--- src/inc/fwcs_defines.vh ---
// Constants for the flash write control and status block.
`ifndef FWCS_DEFINES_VH
`define FWCS_DEFINES_VH
`define FWCS_ADDR_CTRL_LOW 24'h0E0000
`define FWCS_ADDR_CTRL_HIGH 24'h0E0002
`define FWCS_ADDR_EVEN_LOW 24'h0E0008
`define FWCS_ADDR_EVEN_HIGH 24'h0E000A
`define FWCS_ADDR_ODD_LOW 24'h0E000C
`define FWCS_ADDR_ODD_HIGH 24'h0E000E
`define FWCS_ADDR_PROG_LOW 24'h0E0010
`define FWCS_ADDR_PROG_HIGH 24'h0E0012
`define FWCS_ADDR_ERROR 24'h0E0014
`define FWCS_RESET_WORD 16'h0000
`define FWCS_INVALID_DATA 16'hFFFF
`define FWCS_TRAP_CODE 16'h009B
`define FWCS_BIT_BANK1 6
`define FWCS_BIT_BANK0 5
`define FWCS_BIT_LOCK 4
`define FWCS_BIT_BANK3 2
`define FWCS_BIT_BANK2 1
`define FWCS_BIT_START 15
`define FWCS_BIT_SUSPEND_REQUEST 14
`define FWCS_BIT_WPG 13
`define FWCS_BIT_DOUBLE_WORD_PROGRAM_SELECT 12
`define FWCS_BIT_SER 11
`define FWCS_BIT_SPR 8
`define FWCS_BIT_MODULE_SELECT 7
`define FWCS_BIT_ERR 0
`define FWCS_BIT_SEQUENCE_ERROR_FLAG 1
`define FWCS_BIT_WPROT 2
`define FWCS_PROT_LOW 24'h0EDFB0
`define FWCS_PROT_HIGH 24'h0EDFBF
`define FWCS_TEST_END 24'h002000
`define FWCS_BANK1_BASE 24'h070000
`define FWCS_BANK2_BASE 24'h090000
`define FWCS_BANK3_BASE 24'h0C0000
`define FWCS_FLASH_END 24'h0E0000
`define FWCS_MAIN_BANKS 4'h3
`define FWCS_SECOND_BANKS 4'hC
`define FWCS_PROT_BANKS 4'h4
`endif

--- src/verilog/fwcs_addr_check.v ---
// Address decoder giving bank, test sector and protection range hits.
`timescale 1ns/1ps
`include "fwcs_defines.vh"
module fwcs_addr_check (
  input wire [23:0] addr,
  output reg [3:0] bankHit,
  output wire testSector,
  output wire protRangeOk
);
  always @* begin
    bankHit = 4'h0;
    if (addr < `FWCS_BANK1_BASE) begin
      bankHit = 4'h1;
    end else if (addr < `FWCS_BANK2_BASE) begin
      bankHit = 4'h2;
    end else if (addr < `FWCS_BANK3_BASE) begin
      bankHit = 4'h4;
    end else if (addr < `FWCS_FLASH_END) begin
      bankHit = 4'h8;
    end
  end

  assign testSector = (addr < `FWCS_TEST_END);
  assign protRangeOk = (addr >= `FWCS_PROT_LOW) && (addr <= `FWCS_PROT_HIGH);
endmodule // fwcs_addr_check

--- src/verilog/fwcs_flash_write_ctrl.v ---
// Flash write control and status registers with bank busy and lock logic.
// Behaviour
// Each bank of the 16-bit module has a busy flag set on write start.
// Each bank of the 32-bit module has a busy flag set on write start.
// Set protection raises the busy flag of bank two.
// Busy bank reads give invalid data and trap; writes to it are ignored.
// End or suspend clears busy and frees the bank; resume sets it again.
// Lock set: control high, data, address, error reads trap; writes are ignored except a suspend request.
// Lock is set when software sets the write start bit.
// Lock stays readable always; software polls it low before other access.
// Error register readable and writable when unlocked, updated by hardware on completion; a refused start also sets its flags here.
// Module select zero targets the 16-bit module, one the 32-bit module.
// Module select clears when the write operation completes.
// Software sets protection select, address, even data, then start.
// Set protection outside the protection range flags a sequence error.
// Protection select clears when set protection finishes.
// Test sector writes refused; its reads valid only in bootstrap mode.
// Start bit starts an operation, clears on end or suspend, not by software.
// No second write operation is accepted while one is running.
// Completion updates errors and clears lock, busy and selects together.
`timescale 1ns/1ps
`include "fwcs_defines.vh"
module fwcs_flash_write_ctrl (
  input wire sys_clk,
  input wire rst_b,
  input wire [23:0] busAddr,
  input wire busRdEn,
  input wire busWrEn,
  input wire [1:0] busByteEn,
  input wire [15:0] busWrData,
  output reg [15:0] busRdData_ff,
  output reg busRdValid_ff,
  output reg busTrap_ff,
  output wire [15:0] busTrapCode,
  input wire bootstrapMode,
  input wire [23:0] memAddr,
  input wire memRdEn,
  input wire memWrEn,
  output wire memWrBlock,
  output reg memRdInvalid_ff,
  output reg opStart_ff,
  output reg opResume_ff,
  output reg opSuspendReq_ff,
  output reg [3:0] opKind_ff,
  output reg opModule_ff,
  output wire [23:0] opAddr,
  output wire [63:0] opData,
  input wire opDone,
  input wire opSuspended,
  input wire [15:0] opErrBits
);
  reg [3:0] busy_ff;
  reg [3:0] heldBanks_ff;
  reg lock_ff;
  reg startBit_ff;
  reg suspended_ff;
  reg [15:0] dataWord_ff [0:3];
  reg [15:0] addrLow_ff;
  reg [15:0] addrHigh_ff;
  reg [15:0] errReg_ff;
  reg [15:0] ctrlHigh;
  reg [15:0] ctrlLow;
  reg [15:0] nxt_ctrlHigh;
  reg [3:0] nxt_kind;
  reg [3:0] opBanks;
  wire [3:0] opBankHit;
  wire [3:0] memBankHit;
  wire opTestSector;
  wire memTestSector;
  wire opProtOk;
  wire lockedRegHit;
  wire memRdBad;
  integer i;

  function [15:0] mergeBytes;
    input [15:0] oldVal;
    input [15:0] newVal;
    input [1:0] be;
    begin
      mergeBytes = {be[1] ? newVal[15:8] : oldVal[15:8], be[0] ? newVal[7:0] : oldVal[7:0]};
    end
  endfunction

  assign opAddr = {addrHigh_ff[7:0], addrLow_ff};
  assign opData = {dataWord_ff[3], dataWord_ff[2], dataWord_ff[1], dataWord_ff[0]};
  assign busTrapCode = `FWCS_TRAP_CODE;

  fwcs_addr_check opCheck (
    .addr(opAddr),
    .bankHit(opBankHit),
    .testSector(opTestSector),
    .protRangeOk(opProtOk)
  );

  fwcs_addr_check memCheck (
    .addr(memAddr),
    .bankHit(memBankHit),
    .testSector(memTestSector),
    .protRangeOk()
  );

  always @* begin
    ctrlLow = `FWCS_RESET_WORD;
    ctrlLow[`FWCS_BIT_BANK0] = busy_ff[0];
    ctrlLow[`FWCS_BIT_BANK1] = busy_ff[1];
    ctrlLow[`FWCS_BIT_BANK2] = busy_ff[2];
    ctrlLow[`FWCS_BIT_BANK3] = busy_ff[3];
    ctrlLow[`FWCS_BIT_LOCK] = lock_ff;
    ctrlHigh = `FWCS_RESET_WORD;
    ctrlHigh[`FWCS_BIT_START] = startBit_ff;
    ctrlHigh[`FWCS_BIT_SUSPEND_REQUEST] = opSuspendReq_ff;
    ctrlHigh[`FWCS_BIT_WPG] = opKind_ff[3];
    ctrlHigh[`FWCS_BIT_DOUBLE_WORD_PROGRAM_SELECT] = opKind_ff[2];
    ctrlHigh[`FWCS_BIT_SER] = opKind_ff[1];
    ctrlHigh[`FWCS_BIT_SPR] = opKind_ff[0];
    ctrlHigh[`FWCS_BIT_MODULE_SELECT] = opModule_ff;
    nxt_ctrlHigh = mergeBytes(ctrlHigh, busWrData, busByteEn);
    nxt_kind = {nxt_ctrlHigh[`FWCS_BIT_WPG], nxt_ctrlHigh[`FWCS_BIT_DOUBLE_WORD_PROGRAM_SELECT],
      nxt_ctrlHigh[`FWCS_BIT_SER], nxt_ctrlHigh[`FWCS_BIT_SPR]};
    if (nxt_kind[0]) begin
      opBanks = `FWCS_PROT_BANKS;
    end else if (nxt_ctrlHigh[`FWCS_BIT_MODULE_SELECT]) begin
      opBanks = opBankHit & `FWCS_MAIN_BANKS;
    end else begin
      opBanks = opBankHit & `FWCS_SECOND_BANKS;
    end
  end

  // Every register but the low control word is hidden while locked.
  assign lockedRegHit = lock_ff && (busAddr >= `FWCS_ADDR_CTRL_HIGH) &&
    (busAddr <= `FWCS_ADDR_ERROR);
  assign memRdBad = ((memBankHit & busy_ff) != 4'h0) ||
    (memTestSector && !bootstrapMode);
  assign memWrBlock = memWrEn && ((memBankHit & busy_ff) != 4'h0);

  // Register reads are answered one cycle after the strobe.
  always @(posedge sys_clk or negedge rst_b) begin
    if (!rst_b) begin
      busRdData_ff <= `FWCS_RESET_WORD;
      busRdValid_ff <= 1'b0;
      busTrap_ff <= 1'b0;
      memRdInvalid_ff <= 1'b0;
    end else begin
      busRdValid_ff <= busRdEn;
      memRdInvalid_ff <= memRdEn && memRdBad;
      busTrap_ff <= (busRdEn && lockedRegHit) || (memRdEn && memRdBad);
      if (busRdEn) begin
        if (lockedRegHit) begin
          busRdData_ff <= `FWCS_INVALID_DATA;
        end else begin
          case (busAddr)
            `FWCS_ADDR_CTRL_LOW: busRdData_ff <= ctrlLow;
            `FWCS_ADDR_CTRL_HIGH: busRdData_ff <= ctrlHigh;
            `FWCS_ADDR_EVEN_LOW: busRdData_ff <= dataWord_ff[0];
            `FWCS_ADDR_EVEN_HIGH: busRdData_ff <= dataWord_ff[1];
            `FWCS_ADDR_ODD_LOW: busRdData_ff <= dataWord_ff[2];
            `FWCS_ADDR_ODD_HIGH: busRdData_ff <= dataWord_ff[3];
            `FWCS_ADDR_PROG_LOW: busRdData_ff <= addrLow_ff;
            `FWCS_ADDR_PROG_HIGH: busRdData_ff <= addrHigh_ff;
            `FWCS_ADDR_ERROR: busRdData_ff <= errReg_ff;
            default: busRdData_ff <= `FWCS_RESET_WORD;
          endcase
        end
      end
    end
  end

  // Operation control, start checks, suspend, resume and completion.
  always @(posedge sys_clk or negedge rst_b) begin
    if (!rst_b) begin
      busy_ff <= 4'h0;
      heldBanks_ff <= 4'h0;
      lock_ff <= 1'b0;
      startBit_ff <= 1'b0;
      suspended_ff <= 1'b0;
      opStart_ff <= 1'b0;
      opResume_ff <= 1'b0;
      opSuspendReq_ff <= 1'b0;
      opKind_ff <= 4'h0;
      opModule_ff <= 1'b0;
      addrLow_ff <= `FWCS_RESET_WORD;
      addrHigh_ff <= `FWCS_RESET_WORD;
      errReg_ff <= `FWCS_RESET_WORD;
      for (i = 0; i < 4; i = i + 1) begin
        dataWord_ff[i] <= `FWCS_RESET_WORD;
      end
    end else begin
      opStart_ff <= 1'b0;
      opResume_ff <= 1'b0;
      if (opDone) begin
        errReg_ff <= errReg_ff | opErrBits;
        if (opErrBits != `FWCS_RESET_WORD) begin
          errReg_ff[`FWCS_BIT_ERR] <= 1'b1;
        end
        busy_ff <= 4'h0;
        lock_ff <= 1'b0;
        startBit_ff <= 1'b0;
        suspended_ff <= 1'b0;
        opSuspendReq_ff <= 1'b0;
        opKind_ff <= 4'h0;
        opModule_ff <= 1'b0;
      end else if (opSuspended) begin
        busy_ff <= 4'h0;
        lock_ff <= 1'b0;
        startBit_ff <= 1'b0;
        suspended_ff <= 1'b1;
      end else if (busWrEn) begin
        if (busAddr == `FWCS_ADDR_CTRL_HIGH) begin
          if (lock_ff) begin
            if (busByteEn[1] && busWrData[`FWCS_BIT_SUSPEND_REQUEST]) begin
              opSuspendReq_ff <= 1'b1;
            end
          end else if (suspended_ff) begin
            opSuspendReq_ff <= nxt_ctrlHigh[`FWCS_BIT_SUSPEND_REQUEST];
            if (nxt_ctrlHigh[`FWCS_BIT_START] && !nxt_ctrlHigh[`FWCS_BIT_SUSPEND_REQUEST] &&
                ((nxt_kind & opKind_ff) != 4'h0)) begin
              busy_ff <= heldBanks_ff;
              lock_ff <= 1'b1;
              startBit_ff <= 1'b1;
              suspended_ff <= 1'b0;
              opResume_ff <= 1'b1;
            end
          end else begin
            opSuspendReq_ff <= nxt_ctrlHigh[`FWCS_BIT_SUSPEND_REQUEST];
            opKind_ff <= nxt_kind;
            opModule_ff <= nxt_ctrlHigh[`FWCS_BIT_MODULE_SELECT];
            if (nxt_ctrlHigh[`FWCS_BIT_START] && !nxt_ctrlHigh[`FWCS_BIT_SUSPEND_REQUEST] &&
                !errReg_ff[`FWCS_BIT_ERR] && (busy_ff == 4'h0)) begin
              if (nxt_kind[0] && !opProtOk) begin
                errReg_ff[`FWCS_BIT_SEQUENCE_ERROR_FLAG] <= 1'b1;
                errReg_ff[`FWCS_BIT_ERR] <= 1'b1;
              end else if ((!nxt_kind[0] && nxt_ctrlHigh[`FWCS_BIT_MODULE_SELECT] && opTestSector) ||
                  (opBanks == 4'h0)) begin
                errReg_ff[`FWCS_BIT_WPROT] <= 1'b1;
                errReg_ff[`FWCS_BIT_ERR] <= 1'b1;
              end else begin
                busy_ff <= opBanks;
                heldBanks_ff <= opBanks;
                lock_ff <= 1'b1;
                startBit_ff <= 1'b1;
                opStart_ff <= 1'b1;
              end
            end
          end
        end else if (!lock_ff) begin
          case (busAddr)
            `FWCS_ADDR_EVEN_LOW: begin
              dataWord_ff[0] <= mergeBytes(dataWord_ff[0], busWrData, busByteEn);
            end
            `FWCS_ADDR_EVEN_HIGH: begin
              dataWord_ff[1] <= mergeBytes(dataWord_ff[1], busWrData, busByteEn);
            end
            `FWCS_ADDR_ODD_LOW: begin
              dataWord_ff[2] <= mergeBytes(dataWord_ff[2], busWrData, busByteEn);
            end
            `FWCS_ADDR_ODD_HIGH: begin
              dataWord_ff[3] <= mergeBytes(dataWord_ff[3], busWrData, busByteEn);
            end
            `FWCS_ADDR_PROG_LOW: addrLow_ff <= mergeBytes(addrLow_ff, busWrData, busByteEn);
            `FWCS_ADDR_PROG_HIGH: addrHigh_ff <= mergeBytes(addrHigh_ff, busWrData, busByteEn);
            `FWCS_ADDR_ERROR: errReg_ff <= mergeBytes(errReg_ff, busWrData, busByteEn);
            default: addrLow_ff <= addrLow_ff;
          endcase
        end
      end
    end
  end
endmodule // fwcs_flash_write_ctrl

--- config.mk ---
export PLATFORM = sky130hd
export DESIGN_NAME = fwcs_flash_write_ctrl
export DESIGN_NICKNAME = d
export VERILOG_FILES = /design/src/verilog/fwcs_addr_check.v /design/src/verilog/fwcs_flash_write_ctrl.v
export VERILOG_INCLUDE_DIRS = /design/src /design/src/inc
export SDC_FILE = /design/constraint.sdc
export NUM_CORES = 1
export LEC_CHECK = 0
export BUFFER_PORTS_ARGS = -buffer_cell sky130_fd_sc_hd__buf_2
export CAP_MARGIN = 10
export CORE_MARGIN = 2
export CORE_UTILIZATION = 45
export CTS_CLUSTER_DIAMETER = 100
export CTS_CLUSTER_SIZE = 10
export DETAILED_ROUTE_END_ITERATION = 10
export GPL_ROUTABILITY_DRIVEN = 0
export PLACE_DENSITY_LB_ADDON = 0.25
export SLEW_MARGIN = 40
export SYNTH_ARGS = -nofsm -noshare
export SYNTH_HDL_FRONTEND = slang
export SYNTH_SLANG_ARGS = --single-unit
export TNS_END_PERCENT = 100
--- constraint.sdc ---
create_clock -name sys_clk -period 7.4 [get_ports sys_clk]
set_input_delay 0.74 -clock sys_clk [delete_from_list [all_inputs] [get_ports sys_clk]]
set_output_delay 0.74 -clock sys_clk [all_outputs]
set_load 0.05 [all_outputs]
==> metrics.csv <==
stage,metric,value,unit
finish,share of layout cells above drive strength 1,38.12,%
sta,fin. max-slew vios,0,
sta,Layout Skew,8.597,ps
power,PwrDens,192.2,nW/um2
clock_network,CTS sink count,150,
logic_synthesis,Post-synth EDFFs,0,
placed_design,dpl hpwl,18.73,mm
clock_network,post-CTS resize count,0,
drt,Starting DRT DRC Count,596,
clock_network,htree depth,4,
finish,final net count,1007,
logic_synthesis,Post-synth ARST share,100.0,%
drt,first drt pass iteration count,7,
global_route,first-pass GRT wire length,39.41,mm
sta,RSZ-0062 raised after global routing,no,
sta,Final min period,3407,ps
critical_path,CP Class,in2reg,
logic_synthesis,Post-Syn Area per Cell,10.77,um2
power,Max VDD drop,151.0,uV
finish,Area Growth Syn to Fin,20.90,%
critical_path,Worst setup EP type,flop,
logic_synthesis,post-synthesis sequential area ratio,46.68,%
global_route,grt ovf,0,
placed_design,IO Port Bufs,193,
sta,Setup Viol. Count Final,0,
clock_network,TritonCTS Buffers,17,
clock_network,CTS hold repair buffers,0,
finish,cell area after layout,9722,um2
drt,Post-Route WL,26.34,mm
die,DIE HEIGHT,137.7,um
clock_network,clk_lat worst skew,430,ps
placed_design,dpl cell area,9123,um2
clock_network,"Clk pin slew, worst setup/hold paths",60,ps
critical_path,Arrival @ worst endpoint,3720,ps
logic_synthesis,Yosys cell types,67,
drt,Antenna Nets Post-Route,0,
sta,final setup TNS,0,ps
job,max-cap viol count,0,
critical_path,CP Launch Type,input pin,
critical_path,critical path data required time,7710,ps
die,Core ar.,17360,um2
sta,Final Cycle Share,46.04,%
drt,post-DR wirelength/cell,22.88,um
global_route,total global-route track usage,28.29,%
sta,Peak Freq,293.5,MHz
die,Cell Rows,48,
power,Leak,4.954,nW
clock_network,Setup Buffers After CTS,0,
die,initial core utilization,46.33,%
global_route,initial antenna violation count,0,
die,DIE WIDTH,137.7,um
clock_network,Clock Root Buffer,clkbuf_16,
critical_path,"critical path fanouts, max",23,
drt,DR vias/cell,6.105,
hold_path,HP Class,in2async,
clock_network,clock buffer depth,2,
drt,total number of vias,7027,
sta,Final Hold Fails,0,
logic_synthesis,Synth warnings,0,
clock_network,TritonCTS clock tree,yes,
outcome,run status,completed,
logic_synthesis,number of synthesized register bits,150,
logic_synthesis,Main synth FF type,dfrtp_1,
logic_synthesis,Post-Syn Area,8041,um2
global_route,vias in the first global route,6743,
die,# IOs,223,
drt,drt drc,0,
sta,Worst Tran Pin Value,860.3,ps
finish,ant diodes,0,
global_route,largest net degree at the start of global routing,78,
sta,Rel. slew slack,42.38,%
die,die area,18960,um2
logic_synthesis,cell count after synthesis,747,
metrics by stage:
step	utilization, %	setup slack (ps)	hold slack [ps]	std cells	total power, mW
after floorplan	-	4313	444.4	761	0.9423
after global placement	52.28	3191	470.2	1120	1.006
after detailed placement	52.56	3488	476.2	1121	1.009
after CTS	55.93	3934	370.2	1150	1.878
after global routing	56.01	3795	402.0	1151	1.931
final	56.01	3993	351.1	1151	1.869
Yosys cell counts, drive strengths merged, types with 8 or more instances:
cell type  count  area share, %
nor4          26            2.2
a21oi         20            1.2
o22a          13            1.4
or3            9           0.70
nor3          13            1.1
o21ai         40            2.5
mux2         102             15
a22oi         15            1.4
or4            8           0.75
nor2          23            1.1
and3           9           0.70
mux2i         25            3.1
nand3         23            1.5
a21o          16            1.5
a222oi         8            1.0
nand2         49            2.3
dfrtp        150             47
nand4         19            1.5
buf           32            2.8
clkbuf        35            1.8
inv           27            1.3
layout make-up:
cell class / count / area (um2)
Fill cell: 1546 / 7635
Multi-Input combinational cell: 515 / 3924
Sequential cell: 150 / 3754
Timing Repair Buffer: 204 / 1059
Clock buffer: 20 / 456.7
Tap cell: 225 / 281.5
Clock inverter: 9 / 128.9
Inverter: 28 / 118.9
kinds of logic after synthesis:
kind of cell           synth area share, %
AO/OA/AOI/OAI                        13.33
buffers and inverters                6.255
flip-flops                           46.68
multiplexers                         18.14
other                              0.09339
AND/OR/NAND/NOR                      15.50
flip-flops by register name, indices dropped and copies added, names as in the netlist, 4 cells and up:
register / count
addrHigh_ff: 16
addrLow_ff: 16
busRdData_ff: 16
busy_ff: 4
errReg_ff: 16
heldBanks_ff: 4
opData: 64
opKind_ff: 4
per-layer routing:
metal,track usage (%),share of wire (%),up-vias
li1,-,-,3099
met1,40.25,43,3527
met2,42.40,46,351
met3,6.144,8.6,50
met4,10.48,2.4,0
met5,0,0,-
path summary, 6_finish.rpt:
path	cells past startpoint	from	slack [ps]	endpoint
setup / recovery	5	busAddr[3]	3990	opData[32]
hold / removal	1	rst_b	350	opData[2]
setup reg to reg	5	addrHigh_ff[6]	4510	busy_ff[1]
hold reg to reg	1	errReg_ff[9]	490	errReg_ff[9]
max in group asynchronous	2	rst_b	5880	addrLow_ff[0]
min in group sys_clk	1	errReg_ff[9]	490	errReg_ff[9]
report_power, final:
group	leakage, nW	internal [mW]	total (mW)	switching [mW]
Sequential	2.03	0.833	0.841	0.00892
Clock	0.284	0.540	0.873	0.332
Combinational	2.64	0.0431	0.155	0.112
Total	4.95	1.42	1.87	0.453
placed cells by master, fill, tap and decap left out, drive strengths merged, types with 23 or more instances in the layout:
cell,instances
nor2,23
inv,27
nand3,23
nor4,26
o21ai,40
dfrtp,150
mux2,102
nand2,49
mux2i,25
buf,204
worst max-delay path, stage by stage:
cell,delay (ps)
buf_2,500
and2_1,710
nand4_1,640
nor3_4,700
mux2_2,400
Power figures use the tool's default switching activity.
